==> src/core/oac_consts.svh <==
// register offsets, field positions, reset values and link constants of the control bank
// assumes inclusion by bare name from the design files
`ifndef OAC_CONSTS_SVH
`define OAC_CONSTS_SVH

`define OAC_ADDR_CONTROL 8'h00
`define OAC_ADDR_LED2_BEGIN 8'h01
`define OAC_ADDR_LED2_FINISH 8'h02
`define OAC_ADDR_LED1_BEGIN 8'h03
`define OAC_ADDR_PDN_FINISH 8'h33
`define OAC_ADDR_TG_BEGIN 8'h34
`define OAC_ADDR_TG_FINISH 8'h35
`define OAC_ADDR_LED3_BEGIN 8'h36
`define OAC_ADDR_LED3_FINISH 8'h37
`define OAC_ADDR_PRF_DIV 8'h39
`define OAC_ADDR_OFFSET_DAC 8'h3A
`define OAC_ADDR_DECIMATION 8'h3D
`define OAC_ADDR_AVG_LED2 8'h3F
`define OAC_ADDR_AVG_LED1 8'h40

`define OAC_BIT_READBACK 0
`define OAC_BIT_HOLD_CLEAR 1
`define OAC_BIT_SOFT_RESET 3
`define OAC_BIT_DEC_ON 5
`define OAC_DEC_RATIO_MSB 3
`define OAC_DEC_RATIO_LSB 1
`define OAC_PRF_DIV_MSB 2
`define OAC_OFFSET_DAC_MSB 19

`define OAC_RESET_WORD 24'h000000
`define OAC_RESET_COUNT 16'h0000
// arbitrary 7-bit bus address of this device
`define OAC_BUS_ADDRESS 7'h2A
`define OAC_BYTES_PER_WORD 2'h3

`endif

==> src/core/oac_pkg.sv <==
// types shared by the control bank and its serial link slave
// assumes oac_consts.svh is compiled alongside
package oac_pkg;
    typedef enum logic [8:0] {
        OAC_ST_IDLE = 9'h001,
        OAC_ST_ADDR = 9'h002,
        OAC_ST_ACK_ADDR = 9'h004,
        OAC_ST_REG = 9'h008,
        OAC_ST_ACK_REG = 9'h010,
        OAC_ST_WDATA = 9'h020,
        OAC_ST_ACK_W = 9'h040,
        OAC_ST_RDATA = 9'h080,
        OAC_ST_RACK = 9'h100
    } oac_link_state_type;
endpackage

==> src/core/oac_control_bank.sv <==
// control register bank of the optical front end with its sequencing timebase
// assumes a host on the two-wire link and result words from the converter on ref_clk_in
//
// Contract
// soft reset bit resets device, self-clears
// hold-clear bit freezes timebase at zero
// readback bit selects write or readback mode
// result words readable regardless of readback bit
// control word write-only, zero after reset
// address 1: led2 sample begin, 16 bits
// address 2: led2 sample finish, 16 bits
// address 3: led1 drive begin, 16 bits
// any reset clears every register; soft reset does not clear the five phase output registers or the link slave
// phases active from begin through finish count
`timescale 1ns/10ps
`include "oac_consts.svh"

module oac_control_bank
    import oac_pkg::*;
#(
    parameter logic [15:0] TIMEBASE_LAST = 16'hFFFF
)
(
    input wire logic ref_clk_in,
    input wire logic rst_n_in,
    input wire logic scl_in,
    input wire logic sda_in,
    output logic sda_out,
    output logic sda_oe_out,
    input wire logic [23:0] avg_led2_minus_ambient_in,
    input wire logic [23:0] avg_led1_minus_ambient_in,
    output logic [15:0] timebase_count_out,
    output logic led2_sample_phase_out,
    output logic led1_drive_begin_out,
    output logic timing_pulse_phase_out,
    output logic led3_drive_phase_out,
    output logic powerdown_window_finish_out,
    output logic [2:0] pulse_rate_divider_out,
    output logic [19:0] offset_cancel_out,
    output logic decimation_on_out,
    output logic [2:0] decimation_ratio_out
);
    // ----------------------------------------
    // link slave
    // ----------------------------------------
    logic [7:0] reg_addr;
    logic [23:0] wr_word;
    logic wr_pulse;
    logic [23:0] read_word;

    oac_link_slave u_link (
        .ref_clk_in(ref_clk_in),
        .rst_n_in(rst_n_in),
        .scl_in(scl_in),
        .sda_in(sda_in),
        .sda_out(sda_out),
        .sda_oe_out(sda_oe_out),
        .rd_word_in(read_word),
        .reg_addr_out(reg_addr),
        .wr_word_out(wr_word),
        .wr_pulse_out(wr_pulse)
    );

    // ----------------------------------------
    // write decode
    // ----------------------------------------
    function automatic logic hit(input logic [7:0] addr, input logic [7:0] target);
        hit = (addr == target);
    endfunction

    wire wr_ctrl = wr_pulse & hit(reg_addr, `OAC_ADDR_CONTROL);
    wire wr_led2_begin = wr_pulse & hit(reg_addr, `OAC_ADDR_LED2_BEGIN);
    wire wr_led2_finish = wr_pulse & hit(reg_addr, `OAC_ADDR_LED2_FINISH);
    wire wr_led1_begin = wr_pulse & hit(reg_addr, `OAC_ADDR_LED1_BEGIN);
    wire wr_pdn_finish = wr_pulse & hit(reg_addr, `OAC_ADDR_PDN_FINISH);
    wire wr_tg_begin = wr_pulse & hit(reg_addr, `OAC_ADDR_TG_BEGIN);
    wire wr_tg_finish = wr_pulse & hit(reg_addr, `OAC_ADDR_TG_FINISH);
    wire wr_led3_begin = wr_pulse & hit(reg_addr, `OAC_ADDR_LED3_BEGIN);
    wire wr_led3_finish = wr_pulse & hit(reg_addr, `OAC_ADDR_LED3_FINISH);
    wire wr_prf = wr_pulse & hit(reg_addr, `OAC_ADDR_PRF_DIV);
    wire wr_offset = wr_pulse & hit(reg_addr, `OAC_ADDR_OFFSET_DAC);
    wire wr_dec = wr_pulse & hit(reg_addr, `OAC_ADDR_DECIMATION);

    // ----------------------------------------
    // register storage
    // ----------------------------------------
    logic soft_reset;
    logic timebase_hold_clear;
    logic readback_on;
    logic [15:0] led2_sample_begin;
    logic [15:0] led2_sample_finish;
    logic [15:0] led1_drive_begin;
    logic [15:0] powerdown_window_finish;
    logic [15:0] timing_pulse_begin;
    logic [15:0] timing_pulse_finish;
    logic [15:0] led3_drive_begin;
    logic [15:0] led3_drive_finish;

    always_ff @(posedge ref_clk_in or negedge rst_n_in)
    begin
        if (!rst_n_in)
        begin
            soft_reset <= 1'h0;
            timebase_hold_clear <= 1'h0;
            readback_on <= 1'h0;
            led2_sample_begin <= `OAC_RESET_COUNT;
            led2_sample_finish <= `OAC_RESET_COUNT;
            led1_drive_begin <= `OAC_RESET_COUNT;
            powerdown_window_finish <= `OAC_RESET_COUNT;
            timing_pulse_begin <= `OAC_RESET_COUNT;
            timing_pulse_finish <= `OAC_RESET_COUNT;
            led3_drive_begin <= `OAC_RESET_COUNT;
            led3_drive_finish <= `OAC_RESET_COUNT;
            pulse_rate_divider_out <= 3'h0;
            offset_cancel_out <= 20'h00000;
            decimation_on_out <= 1'h0;
            decimation_ratio_out <= 3'h0;
        end
        else if (soft_reset)
        begin
            soft_reset <= 1'h0;
            timebase_hold_clear <= 1'h0;
            readback_on <= 1'h0;
            led2_sample_begin <= `OAC_RESET_COUNT;
            led2_sample_finish <= `OAC_RESET_COUNT;
            led1_drive_begin <= `OAC_RESET_COUNT;
            powerdown_window_finish <= `OAC_RESET_COUNT;
            timing_pulse_begin <= `OAC_RESET_COUNT;
            timing_pulse_finish <= `OAC_RESET_COUNT;
            led3_drive_begin <= `OAC_RESET_COUNT;
            led3_drive_finish <= `OAC_RESET_COUNT;
            pulse_rate_divider_out <= 3'h0;
            offset_cancel_out <= 20'h00000;
            decimation_on_out <= 1'h0;
            decimation_ratio_out <= 3'h0;
        end
        else
        begin
            if (wr_ctrl)
            begin
                soft_reset <= wr_word[`OAC_BIT_SOFT_RESET];
                timebase_hold_clear <= wr_word[`OAC_BIT_HOLD_CLEAR];
                readback_on <= wr_word[`OAC_BIT_READBACK];
            end
            if (wr_led2_begin)
                led2_sample_begin <= wr_word[15:0];
            if (wr_led2_finish)
                led2_sample_finish <= wr_word[15:0];
            if (wr_led1_begin)
                led1_drive_begin <= wr_word[15:0];
            if (wr_pdn_finish)
                powerdown_window_finish <= wr_word[15:0];
            if (wr_tg_begin)
                timing_pulse_begin <= wr_word[15:0];
            if (wr_tg_finish)
                timing_pulse_finish <= wr_word[15:0];
            if (wr_led3_begin)
                led3_drive_begin <= wr_word[15:0];
            if (wr_led3_finish)
                led3_drive_finish <= wr_word[15:0];
            if (wr_prf)
                pulse_rate_divider_out <= wr_word[`OAC_PRF_DIV_MSB:0];
            if (wr_offset)
                offset_cancel_out <= wr_word[`OAC_OFFSET_DAC_MSB:0];
            if (wr_dec)
            begin
                decimation_on_out <= wr_word[`OAC_BIT_DEC_ON];
                decimation_ratio_out <= wr_word[`OAC_DEC_RATIO_MSB:`OAC_DEC_RATIO_LSB];
            end
        end
    end

    // ----------------------------------------
    // read mux
    // ----------------------------------------
    function automatic logic [23:0] pad16(input logic [15:0] v);
        pad16 = {8'h00, v};
    endfunction

    wire is_result = hit(reg_addr, `OAC_ADDR_AVG_LED2) | hit(reg_addr, `OAC_ADDR_AVG_LED1);
    logic [23:0] config_word;
    always_comb
    begin
        unique case (reg_addr)
            `OAC_ADDR_LED2_BEGIN: config_word = pad16(led2_sample_begin);
            `OAC_ADDR_LED2_FINISH: config_word = pad16(led2_sample_finish);
            `OAC_ADDR_LED1_BEGIN: config_word = pad16(led1_drive_begin);
            `OAC_ADDR_PDN_FINISH: config_word = pad16(powerdown_window_finish);
            `OAC_ADDR_TG_BEGIN: config_word = pad16(timing_pulse_begin);
            `OAC_ADDR_TG_FINISH: config_word = pad16(timing_pulse_finish);
            `OAC_ADDR_LED3_BEGIN: config_word = pad16(led3_drive_begin);
            `OAC_ADDR_LED3_FINISH: config_word = pad16(led3_drive_finish);
            `OAC_ADDR_PRF_DIV: config_word = {21'h000000, pulse_rate_divider_out};
            `OAC_ADDR_OFFSET_DAC: config_word = {4'h0, offset_cancel_out};
            `OAC_ADDR_DECIMATION: config_word = {18'h00000, decimation_on_out, 1'h0, decimation_ratio_out, 1'h0};
            default: config_word = `OAC_RESET_WORD;
        endcase
    end

    wire [23:0] result_word = hit(reg_addr, `OAC_ADDR_AVG_LED2) ? avg_led2_minus_ambient_in : avg_led1_minus_ambient_in;
    // results ignore the readback bit, configuration needs it
    assign read_word = is_result ? result_word : (readback_on ? config_word : `OAC_RESET_WORD);

    // ----------------------------------------
    // timebase and phases
    // ----------------------------------------
    function automatic logic in_window(input logic [15:0] cnt, input logic [15:0] first, input logic [15:0] last);
        in_window = (cnt >= first) && (cnt <= last);
    endfunction

    logic [15:0] timebase;
    wire [15:0] next_timebase = (timebase == TIMEBASE_LAST) ? `OAC_RESET_COUNT : timebase + 16'h0001;
    always_ff @(posedge ref_clk_in or negedge rst_n_in)
    begin
        if (!rst_n_in)
        begin
            timebase <= `OAC_RESET_COUNT;
            led2_sample_phase_out <= 1'h0;
            led1_drive_begin_out <= 1'h0;
            timing_pulse_phase_out <= 1'h0;
            led3_drive_phase_out <= 1'h0;
            powerdown_window_finish_out <= 1'h0;
        end
        else
        begin
            timebase <= (timebase_hold_clear | soft_reset) ? `OAC_RESET_COUNT : next_timebase;
            led2_sample_phase_out <= in_window(timebase, led2_sample_begin, led2_sample_finish);
            led1_drive_begin_out <= (timebase == led1_drive_begin);
            timing_pulse_phase_out <= in_window(timebase, timing_pulse_begin, timing_pulse_finish);
            led3_drive_phase_out <= in_window(timebase, led3_drive_begin, led3_drive_finish);
            powerdown_window_finish_out <= (timebase == powerdown_window_finish);
        end
    end
    assign timebase_count_out = timebase;
endmodule

==> src/core/oac_link_slave.sv <==
// two-wire serial slave: device address, register address, 24-bit words msb first
// assumes scl and sda arrive asynchronously; sda is open drain, oe high pulls it low
`timescale 1ns/10ps
`include "oac_consts.svh"

module oac_link_slave
    import oac_pkg::*;
(
    input wire logic ref_clk_in,
    input wire logic rst_n_in,
    input wire logic scl_in,
    input wire logic sda_in,
    output logic sda_out,
    output logic sda_oe_out,
    input wire logic [23:0] rd_word_in,
    output logic [7:0] reg_addr_out,
    output logic [23:0] wr_word_out,
    output logic wr_pulse_out
);
    // ----------------------------------------
    // synchronisers
    // ----------------------------------------
    logic [1:0] scl_sync;
    logic [1:0] sda_sync;
    logic scl_prev;
    logic sda_prev;
    always_ff @(posedge ref_clk_in or negedge rst_n_in)
    begin
        if (!rst_n_in)
        begin
            scl_sync <= 2'h3;
            sda_sync <= 2'h3;
            scl_prev <= 1'h1;
            sda_prev <= 1'h1;
        end
        else
        begin
            scl_sync <= {scl_sync[0], scl_in};
            sda_sync <= {sda_sync[0], sda_in};
            scl_prev <= scl_sync[1];
            sda_prev <= sda_sync[1];
        end
    end
    wire scl_s = scl_sync[1];
    wire sda_s = sda_sync[1];
    wire scl_rise = scl_s & ~scl_prev;
    wire scl_fall = ~scl_s & scl_prev;
    wire start_seen = scl_s & scl_prev & sda_prev & ~sda_s;
    wire stop_seen = scl_s & scl_prev & ~sda_prev & sda_s;

    // ----------------------------------------
    // byte engine
    // ----------------------------------------
    oac_link_state_type state;
    logic [7:0] shift;
    logic [3:0] bit_cnt;
    logic [1:0] byte_idx;
    logic rd_mode;
    logic [23:0] tx_word;
    wire byte_done = (bit_cnt == 4'h8);
    wire last_byte = (byte_idx == `OAC_BYTES_PER_WORD - 2'h1);
    wire [7:0] tx_byte = (byte_idx == 2'h0) ? tx_word[23:16] : (byte_idx == 2'h1) ? tx_word[15:8] : tx_word[7:0];
    wire [7:0] first_byte = rd_word_in[23:16];
    wire [2:0] tx_pos = 3'h7 - bit_cnt[2:0];

    assign sda_out = 1'h0;

    always_ff @(posedge ref_clk_in or negedge rst_n_in)
    begin
        if (!rst_n_in)
        begin
            state <= OAC_ST_IDLE;
            shift <= 8'h00;
            bit_cnt <= 4'h0;
            byte_idx <= 2'h0;
            rd_mode <= 1'h0;
            tx_word <= 24'h000000;
            sda_oe_out <= 1'h0;
            reg_addr_out <= 8'h00;
            wr_word_out <= 24'h000000;
            wr_pulse_out <= 1'h0;
        end
        else
        begin
            wr_pulse_out <= 1'h0;
            if (stop_seen)
            begin
                state <= OAC_ST_IDLE;
                sda_oe_out <= 1'h0;
            end
            else if (start_seen)
            begin
                state <= OAC_ST_ADDR;
                bit_cnt <= 4'h0;
                sda_oe_out <= 1'h0;
            end
            else if (scl_rise)
            begin
                unique case (state)
                    OAC_ST_ADDR, OAC_ST_REG, OAC_ST_WDATA:
                    begin
                        shift <= {shift[6:0], sda_s};
                        bit_cnt <= bit_cnt + 4'h1;
                    end
                    OAC_ST_RDATA:
                        bit_cnt <= bit_cnt + 4'h1;
                    OAC_ST_RACK:
                        if (sda_s)
                            state <= OAC_ST_IDLE;
                    default:
                    begin
                    end
                endcase
            end
            else if (scl_fall)
            begin
                unique case (state)
                    OAC_ST_ADDR:
                        if (byte_done)
                        begin
                            if (shift[7:1] == `OAC_BUS_ADDRESS)
                            begin
                                state <= OAC_ST_ACK_ADDR;
                                rd_mode <= shift[0];
                                sda_oe_out <= 1'h1;
                            end
                            else
                                state <= OAC_ST_IDLE;
                        end
                    OAC_ST_ACK_ADDR:
                    begin
                        bit_cnt <= 4'h0;
                        byte_idx <= 2'h0;
                        if (rd_mode)
                        begin
                            state <= OAC_ST_RDATA;
                            tx_word <= rd_word_in;
                            sda_oe_out <= ~first_byte[7];
                        end
                        else
                        begin
                            state <= OAC_ST_REG;
                            sda_oe_out <= 1'h0;
                        end
                    end
                    OAC_ST_REG, OAC_ST_WDATA:
                        if (byte_done)
                        begin
                            state <= (state == OAC_ST_REG) ? OAC_ST_ACK_REG : OAC_ST_ACK_W;
                            if (state == OAC_ST_REG)
                                reg_addr_out <= shift;
                            else
                                wr_word_out <= {wr_word_out[15:0], shift};
                            sda_oe_out <= 1'h1;
                        end
                    OAC_ST_ACK_REG:
                    begin
                        state <= OAC_ST_WDATA;
                        bit_cnt <= 4'h0;
                        byte_idx <= 2'h0;
                        sda_oe_out <= 1'h0;
                    end
                    OAC_ST_ACK_W:
                    begin
                        state <= OAC_ST_WDATA;
                        bit_cnt <= 4'h0;
                        sda_oe_out <= 1'h0;
                        byte_idx <= last_byte ? 2'h0 : byte_idx + 2'h1;
                        if (last_byte)
                            wr_pulse_out <= 1'h1;
                    end
                    OAC_ST_RDATA:
                        if (byte_done)
                        begin
                            state <= OAC_ST_RACK;
                            sda_oe_out <= 1'h0;
                        end
                        else
                            sda_oe_out <= ~tx_byte[tx_pos];
                    OAC_ST_RACK:
                    begin
                        state <= OAC_ST_RDATA;
                        bit_cnt <= 4'h0;
                        byte_idx <= last_byte ? 2'h0 : byte_idx + 2'h1;
                        if (last_byte)
                        begin
                            tx_word <= rd_word_in;
                            sda_oe_out <= ~first_byte[7];
                        end
                        else
                            sda_oe_out <= (byte_idx == 2'h0) ? ~tx_word[15] : ~tx_word[7];
                    end
                    default:
                    begin
                    end
                endcase
            end
        end
    end
endmodule

==> config.mk <==
export PLATFORM = sky130hd
export DESIGN_NAME = oac_control_bank
export DESIGN_NICKNAME = d
export VERILOG_FILES = /design/src/core/oac_pkg.sv /design/src/core/oac_control_bank.sv /design/src/core/oac_link_slave.sv
export VERILOG_INCLUDE_DIRS = /design/src /design/src/core
export SDC_FILE = /design/constraint.sdc
export NUM_CORES = 1
export LEC_CHECK = 0
export BUFFER_PORTS_ARGS = -buffer_cell sky130_fd_sc_hd__buf_2
export CAP_MARGIN = 40
export CELL_PAD_IN_SITES_DETAIL_PLACEMENT = 1
export CELL_PAD_IN_SITES_GLOBAL_PLACEMENT = 1
export CORE_ASPECT_RATIO = 0.8
export CORE_MARGIN = 4
export CORE_UTILIZATION = 50
export CTS_CLUSTER_SIZE = 12
export DETAILED_ROUTE_END_ITERATION = 8
export PLACE_DENSITY = 0.94
export SLEW_MARGIN = 5
export SYNTH_ARGS = -nofsm -noshare
export SYNTH_HDL_FRONTEND = slang
export SYNTH_SLANG_ARGS = --single-unit
==> constraint.sdc <==
create_clock -name ref_clk_in -period 7.6 [get_ports ref_clk_in]
set_input_delay 1.52 -clock ref_clk_in [delete_from_list [all_inputs] [get_ports ref_clk_in]]
set_output_delay 1.52 -clock ref_clk_in [all_outputs]
set_load 0.05 [all_outputs]
==> summary.txt, run 1 <==
Clock tree
  • CTS tree: yes
  • Post-CTS Repair Setup Buffers: 0
  • CTS max path bufs: 3
  • Num CTS Buffers: 28
  • Post-CTS Hold Fix Bufs: 0
  • Clock Pin Slew Worst Setup and Hold Paths: about 0.060 ns
  • # resized after CTS: 0
  • H-tree depth: 1
  • CTS Sinks: around 260
  • Clock Root Buffer: clkbuf_16
  • Clk Latency, worst-skew pair: 0.59 ns

Yosys
  • Ys flop type: dfrtp_1
  • Distinct cells, synth: 73
  • Ys Warns: 0
  • Leading post-synthesis cells by cell area: dfrtp_1 42%, ha_1 8.3%, nand2_1 6.9%
  • Synth top area share: between 40% and 50%
  • Seq/Total Area, Yosys: a little over two fifths
  • Syn Nets: approximately 1800
  • Synth Register Bits: between 200 and 300
  • Synthesized area: 15300 um^2
  • Post-synth EDFFs: 0
  • Largest area contributor in the netlist: dfrtp_1
  • Post-Syn Instances: between 1500 and 2000
  • Avg Inst Size Synth: about 9.3 um^2
  • Synth async-reset ratio: 100%

Power
  • Clock Power Share: 46.7%
  • Sequential Power Share: 49.3%
  • Switching share of power: between 20% and 30%
  • Net Sw Power: 730 uW
  • Peak supply drop: 0.133 mV
  • P_int: 2170 uW
  • Pwr/cell area: 170 nW/um^2
  • Combinational group share of total power: 4.0%
  • Leakage: between 0.008 and 0.009 uW

Worst setup path
  • Setup crit end kind: output port
  • Crit-path cells: buf_2
  • CP startpoint: timebase_count_out[5]$_DFF_PN0_
  • Reg2reg end: u_link.tx_word[2]$_DFFE_PN0P_
  • CP delay by family, top: flip-flops
  • Worst reg2reg path depth: 8
  • Worst reg-to-reg setup slack: 4.27 ns
  • Req. time, crit path: 6.08 ns
  • CP endpoint: timebase_count_out[5]
  • Crit path buf inv count: 1
  • Worst-path maximum fanout: 13
  • Critical path type: flop to output port
  • CP max-delay cell: dfrtp_1
  • Startpoint type of the worst setup path: flop
  • Critical Path Stages: 1
  • Worst path arrival time: 1.92 ns
  • Crit path largest cell delay: 0.94 ns
  • Reg2Reg Launch Point: u_link.reg_addr_out[1]$_DFFE_PN0P_

Place
  • Placed cell count: 2084
  • I/O Buffers: 100
  • Post-DP HPWL: approximately 41000 um
  • GP Congestion: between 0.9 and 1
  • Worst slack, placed: 4.37 ns

Route
  • Drt wl/cell: 31.3 um
  • Post-route ant nets: 0
  • DR pass1 iterations: 9
  • Remaining DRCs: 0
  • Via-to-Cell Ratio: 7.01
  • Total wire length: 66800 um
  • DR iter-0 viols: 2252
  • Vias: 15000

Die
  • Top Ports: 102
  • Die ar.: approximately 34000 um^2
  • Die W: 204 um
  • Die Ht: 165 um
  • Starting density of the core: 50.6%
  • # rows: 57
  • Core Region: 30300 um^2

Status
  • Status: complete, no violations

Global route
  • Initial antenna violation count: 1
  • Vias in the first global route: ~16000
  • GRT overflow: 0
  • Largest net degree at the start of global routing: about 120
  • Tot GR Track Use: 38.3%
  • First-pass GRT wire length: 98200 um

Layout
  • Post-layout util: between 50% and 60%
  • Final std cells w/o fill: around 2100
  • Diodes inserted: 0
  • Fill count: 3403
  • Area growth, synth to finish: 11.4%
  • Reg area: 6600 um^2
  • Multi-input gate area: 7910 um^2
  • Layout cells sized above 1: between 10% and 20%
  • Nets: 1857

STA
  • Final slew viol count: 0
  • Rel. slew slack: approximately 30%
  • Final period utilization: between 40% and 50%
  • Minimum clock period: 3.44 ns
  • Fin. Hold Viols: 0
  • PnR worst setup slack: 4.16 ns
  • Fmax: 291 MHz
  • Worst-margin pin slew: 1.05 ns
  • Setup_tns: 0 ns
  • Worst hold slack: 0.357 ns
  • Final-report setup violation count: 0
  • Skew final: 0.0302 ns
  • RSZ-0062 raised after global routing: no

Min path
  • Worst Hold Class: flop to flop

Flow run
  • Maximum capacitance violations: 0
-- stage by stage --
step	total power [uW]	instance area [um^2]
2_1_floorplan	1490	15300
4_1_cts	2880	17000
5_1_grt	2960	17100
3_5_place_dp	1560	16200
3_3_place_gp	1550	16100
6_report	2900	17100
-- cells by family after synthesis --
kind of cell,after synthesis,synth area share (%)
buf+inv,210,5.49
compound gates,347,14.3
mux,132,9.98
other cells,1,0.0245
fa+ha+maj,102,8.33
simple gates,541,16.0
xor+xnor,51,2.91
flops,263,43.0
-- cells in the final DEF, fill, tap and decap left out, drive strengths merged, types with 14 or more instances in the layout --
| cell | Yosys | routed |
|---|---|---|
| a222oi | 24 | 24 |
| ha | 102 | 102 |
| xnor2 | 40 | 40 |
| mux2 | 37 | 37 |
| nand3 | 19 | 19 |
| nand2 | 281 | 281 |
| dfrtp | 256 | 256 |
| a22oi | 25 | 25 |
| o21ai | 69 | 69 |
| nor2 | 111 | 111 |
| clkbuf | 77 | 40 |
| a21oi | 136 | 136 |
| o221ai | 14 | 14 |
| nand4 | 35 | 35 |
| mux2i | 82 | 82 |
| nor3 | 23 | 23 |
| buf | 30 | 133 |
| a21o | 35 | 35 |
| inv | 103 | 103 |
-- power groups by stage --
stage	sequential, uW	clock [uW]	combinational [uW]
after floorplan	1440	0	49.8
after global placement	1450	0	95.6
after detailed placement	1450	0	106
after CTS	1430	1340	110
after global routing	1430	1410	124
final	1430	1360	115
-- routing by layer --
layer	global-route usage, %	part of all wire (%)	up-vias
met2	59.8	44	1282
met5	0	0.12	-
met3	10.8	13	489
met1	46.2	34	7335
met4	27.0	9.1	4
li1	-	-	5855
-- sequential cells by signal (all words and copies together) (netlist names), 9 cells and up --
signal / flops
led1_drive_begin: 16
led2_sample_begin: 16
led2_sample_finish: 16
led3_drive_begin: 16
led3_drive_finish: 16
offset_cancel_out: 20
powerdown_window_finish: 16
timebase_count_out: 16
timing_pulse_begin: 16
timing_pulse_finish: 16
u_link.state: 9
u_link.tx_word: 24
u_link.wr_word_out: 20
-- final cells by class --
type | instances | area share [%]
Timing Repair Buffer | 133 | 4.80
Tap cell | 413 | 3.03
Inverter | 103 | 2.26
Clock buffer | 40 | 4.66
Clock inverter | 8 | 0.300
Multi-Input combinational cell | 1174 | 46.3
Sequential cell | 263 | 38.6
-- worst min-delay path by stage --
stage | end | from | cells past startpoint | slack (ns)
2_1_floorplan | u_link.scl_sync[1]$_DFF_PN1_ | u_link.scl_sync[0]$_DFF_PN1_ | 0 | 0.35
3_3_place_gp | u_link.sda_sync[1]$_DFF_PN1_ | u_link.sda_sync[0]$_DFF_PN1_ | 0 | 0.35
3_5_place_dp | u_link.scl_sync[1]$_DFF_PN1_ | u_link.scl_sync[0]$_DFF_PN1_ | 0 | 0.35
4_1_cts | u_link.sda_sync[1]$_DFF_PN1_ | u_link.sda_sync[0]$_DFF_PN1_ | 0 | 0.36
5_1_grt | u_link.scl_sync[1]$_DFF_PN1_ | u_link.scl_sync[0]$_DFF_PN1_ | 0 | 0.36
6_report | u_link.sda_sync[1]$_DFF_PN1_ | u_link.sda_sync[0]$_DFF_PN1_ | 0 | 0.36
-- Yosys cell counts, types with 12 or more instances --
| cell | count |
|---|---|
| inv_1 | 103 |
| a22oi_1 | 25 |
| a21oi_1 | 136 |
| buf_2 | 22 |
| nor3_1 | 20 |
| nor2_1 | 110 |
| mux2_2 | 37 |
| clkbuf_1 | 77 |
| o221ai_1 | 14 |
| mux4_2 | 13 |
| ha_1 | 102 |
| nand2_1 | 281 |
| a222oi_1 | 24 |
| xnor2_1 | 40 |
| a21o_1 | 35 |
| mux2i_1 | 82 |
| dfrtp_1 | 256 |
| o21ai_0 | 66 |
| nand3_1 | 19 |
| nand2b_1 | 12 |
| nand4_1 | 34 |
Power figures use the tool's default switching activity.
==> inputs of run 2 (changes only) <==
CORE_UTILIZATION = 48   (was 50)
PLACE_DENSITY = 0.91   (was 0.94)
clock period = 3.6 ns   (was 7.6 ns; I/O delays follow)
==> run 2 against run 1 <==
Compared with the run above:
- non-clock buffer count rose by 1
- clock power increased by 140%
- worst hold slack got worse by 0.16 ns
==> summary.txt, run 2 (synthesized netlist as in run 1, its figures left out) <==
Status
  • Status: complete, no violations

Clock tree
  • Clock Pin Slew Worst Setup and Hold Paths: 0.06 ns (about the same)
  • Num CTS Buffers: 29 (+3.6%)
  • CTS tree: yes
  • Clk Latency, worst-skew pair: 0.59 ns (about the same)
  • H-tree depth: 1 (unchanged)
  • CTS Sinks: 263 (unchanged)
  • Post-CTS Repair Setup Buffers: 0 (unchanged)
  • Clock Root Buffer: clkbuf_16
  • # resized after CTS: 0 (unchanged)
  • CTS max path bufs: 3 (unchanged)
  • Post-CTS Hold Fix Bufs: 0 (unchanged)

Route
  • Via-to-Cell Ratio: 6.76 (-3.6%)
  • Drt wl/cell: 29.0 um (-7.3%)
  • Remaining DRCs: 0 (unchanged)
  • DR pass1 iterations: 9 (unchanged)
  • Total wire length: 62200 um (-6.9%)
  • Vias: 14500 (-3.1%)
  • Post-route ant nets: 0 (unchanged)
  • DR iter-0 viols: 1894 (-16%)

Place
  • Worst slack, placed: 0.713 ns (-3.65 ns)
  • I/O Buffers: 100 (unchanged)
  • GP Congestion: 0.996 (+2.7%)
  • Post-DP HPWL: 41400 um (+1.5%)

Worst setup path
  • Worst path arrival time: 3.62 ns (+1.70 ns)
  • Reg2Reg Launch Point: u_link.reg_addr_out[7]$_DFFE_PN0P_
  • Crit path buf inv count: 0 (-1)
  • Worst-path maximum fanout: 19 (+6)
  • Critical path type: flop to flop
  • Setup crit end kind: flop
  • Worst reg2reg path depth: 5 (-3)
  • Critical Path Stages: 5 (+4)
  • CP max-delay cell: nor2_2
  • CP endpoint: timing_pulse_finish[4]$_DFFE_PN0P_
  • CP startpoint: u_link.reg_addr_out[7]$_DFFE_PN0P_
  • Crit-path cells: nand4bb_1, nor2_2, nand3_1, nand2_1, a21oi_1
  • Worst reg-to-reg setup slack: 0.38 ns (-3.89 ns)
  • Crit path largest cell delay: 0.86 ns (-0.08 ns)
  • Req. time, crit path: 4.00 ns (-2.08 ns)
  • CP delay by family, top: simple AND/OR/NAND/NOR gates
  • Reg2reg end: timing_pulse_finish[4]$_DFFE_PN0P_
  • Startpoint type of the worst setup path: flop

Die
  • # rows: 58 (+1.8%)
  • Die W: 208 um (+2.0%)
  • Die Ht: 168 um (+2.0%)
  • Die ar.: 34900 um^2 (+4.0%)
  • Starting density of the core: 48.7% (-1.9 points)
  • Top Ports: 102 (unchanged)
  • Core Region: 31500 um^2 (+3.9%)

Layout
  • Commonest cells after routing, fill and taps aside: 281 x nand2_1, 254 x dfrtp_1, 136 x a21oi_1
  • Top reg by flops: u_link.tx_word
  • Nets: 1859 (+0.11%)
  • Most common cell after layout, fill and taps aside: nand2_1
  • Max FFs per register: 24 (unchanged)
  • Diodes inserted: 0 (unchanged)
  • Area growth, synth to finish: 12.5%
  • Fill count: 3592 (+5.6%)
  • Layout cells sized above 1: 14.8% (+0.31 points)
  • Biggest regs: u_link.tx_word: 24 flops, offset_cancel_out: 20 flops, u_link.wr_word_out: 20 flops

STA
  • Fin. Hold Viols: 0 (unchanged)
  • Worst-margin pin slew: 1.01 ns (-0.0419 ns)
  • Minimum clock period: between 3 and 4 ns
  • Final period utilization: 89.6%
  • Fmax: 310 MHz
  • Setup_tns: 0 ns (unchanged)
  • Rel. slew slack: 32.5% (+2.8 points)
  • Skew final: 0.0413 ns (+0.0112 ns)
  • PnR worst setup slack: 0.376 ns (-3.78 ns)
  • Final-report setup violation count: 0 (unchanged)
  • Final slew viol count: 0 (unchanged)
  • RSZ-0062 raised after global routing: no

Power
  • Pwr/cell area: 374 nW/um^2 (+120%)
  • Peak supply drop: 0.324 mV (+140%)
  • Leakage: 0.00810 uW (+0.88%)

Global route
  • GRT overflow: 0 (unchanged)
  • Tot GR Track Use: 34.7% (-3.7 points)
  • Vias in the first global route: 15400 (-3.2%)
  • Largest net degree at the start of global routing: 110 (-9.8%)
  • First-pass GRT wire length: 94400 um (-3.9%)
  • Initial antenna violation count: 1 (unchanged)

Min path
  • Worst Hold Class: input port to async pin

Flow run
  • Maximum capacitance violations: 0 (unchanged)
[run 2: worst min path at each step]
stage	to	slack, ns	cells after the start
4_1_cts	timebase_count_out[11]$_DFF_PN0_	0.25	1
3_5_place_dp	u_link.sda_sync[1]$_DFF_PN1_	0.35	0
2_1_floorplan	u_link.scl_sync[1]$_DFF_PN1_	0.35	0
3_3_place_gp	u_link.sda_sync[1]$_DFF_PN1_	0.35	0
5_1_grt	timebase_count_out[11]$_DFF_PN0_	0.26	1
6_report	timebase_count_out[11]$_DFF_PN0_	0.19	1
[run 2: per-stage QoR]
step / std cells / instance area [um^2] / util [%] / total power (uW) / hold WS, ns
floorplan: 1647 / 15300 / - / 3150 / 0.345
global placement: 2091 / 16200 / 51.5 / 3280 / 0.346
detailed placement: 2093 / 16200 / 51.6 / 3290 / 0.347
CTS: 2144 / 17200 / 54.7 / 6450 / 0.248
global route: 2145 / 17200 / 54.7 / 6590 / 0.259
finish: 2145 / 17200 / 54.7 / 6450 / 0.193
[run 2: final cells by class]
type,instances,area [um^2],share of cell area (%)
well taps,420,526,3.05
clock inverters,10,154,0.893
inverters,103,387,2.24
multi-input cells,1174,7910,45.9
clock buffers,41,841,4.88
repair buffers,134,828,4.80
flip-flops and latches,263,6600,38.2
[run 2: metal layers]
| metal | vias up | wire, um | global-route usage (%) |
|---|---|---|---|
| met4 | 2 | 4450 | 20.9 |
| li1 | 5879 | - | - |
| met2 | 1067 | 27900 | 53.7 |
| met1 | 7184 | 22500 | 42.7 |
| met5 | - | 91 | 1.79 |
| met3 | 370 | 7260 | 10.8 |
[run 2: report_power, final]
group	switching [uW]	total (uW)	internal (uW)
registers	36.7	3020	2980
clock network	1300	3200	1900
logic	155	231	75.8
total	1490	6450	4950
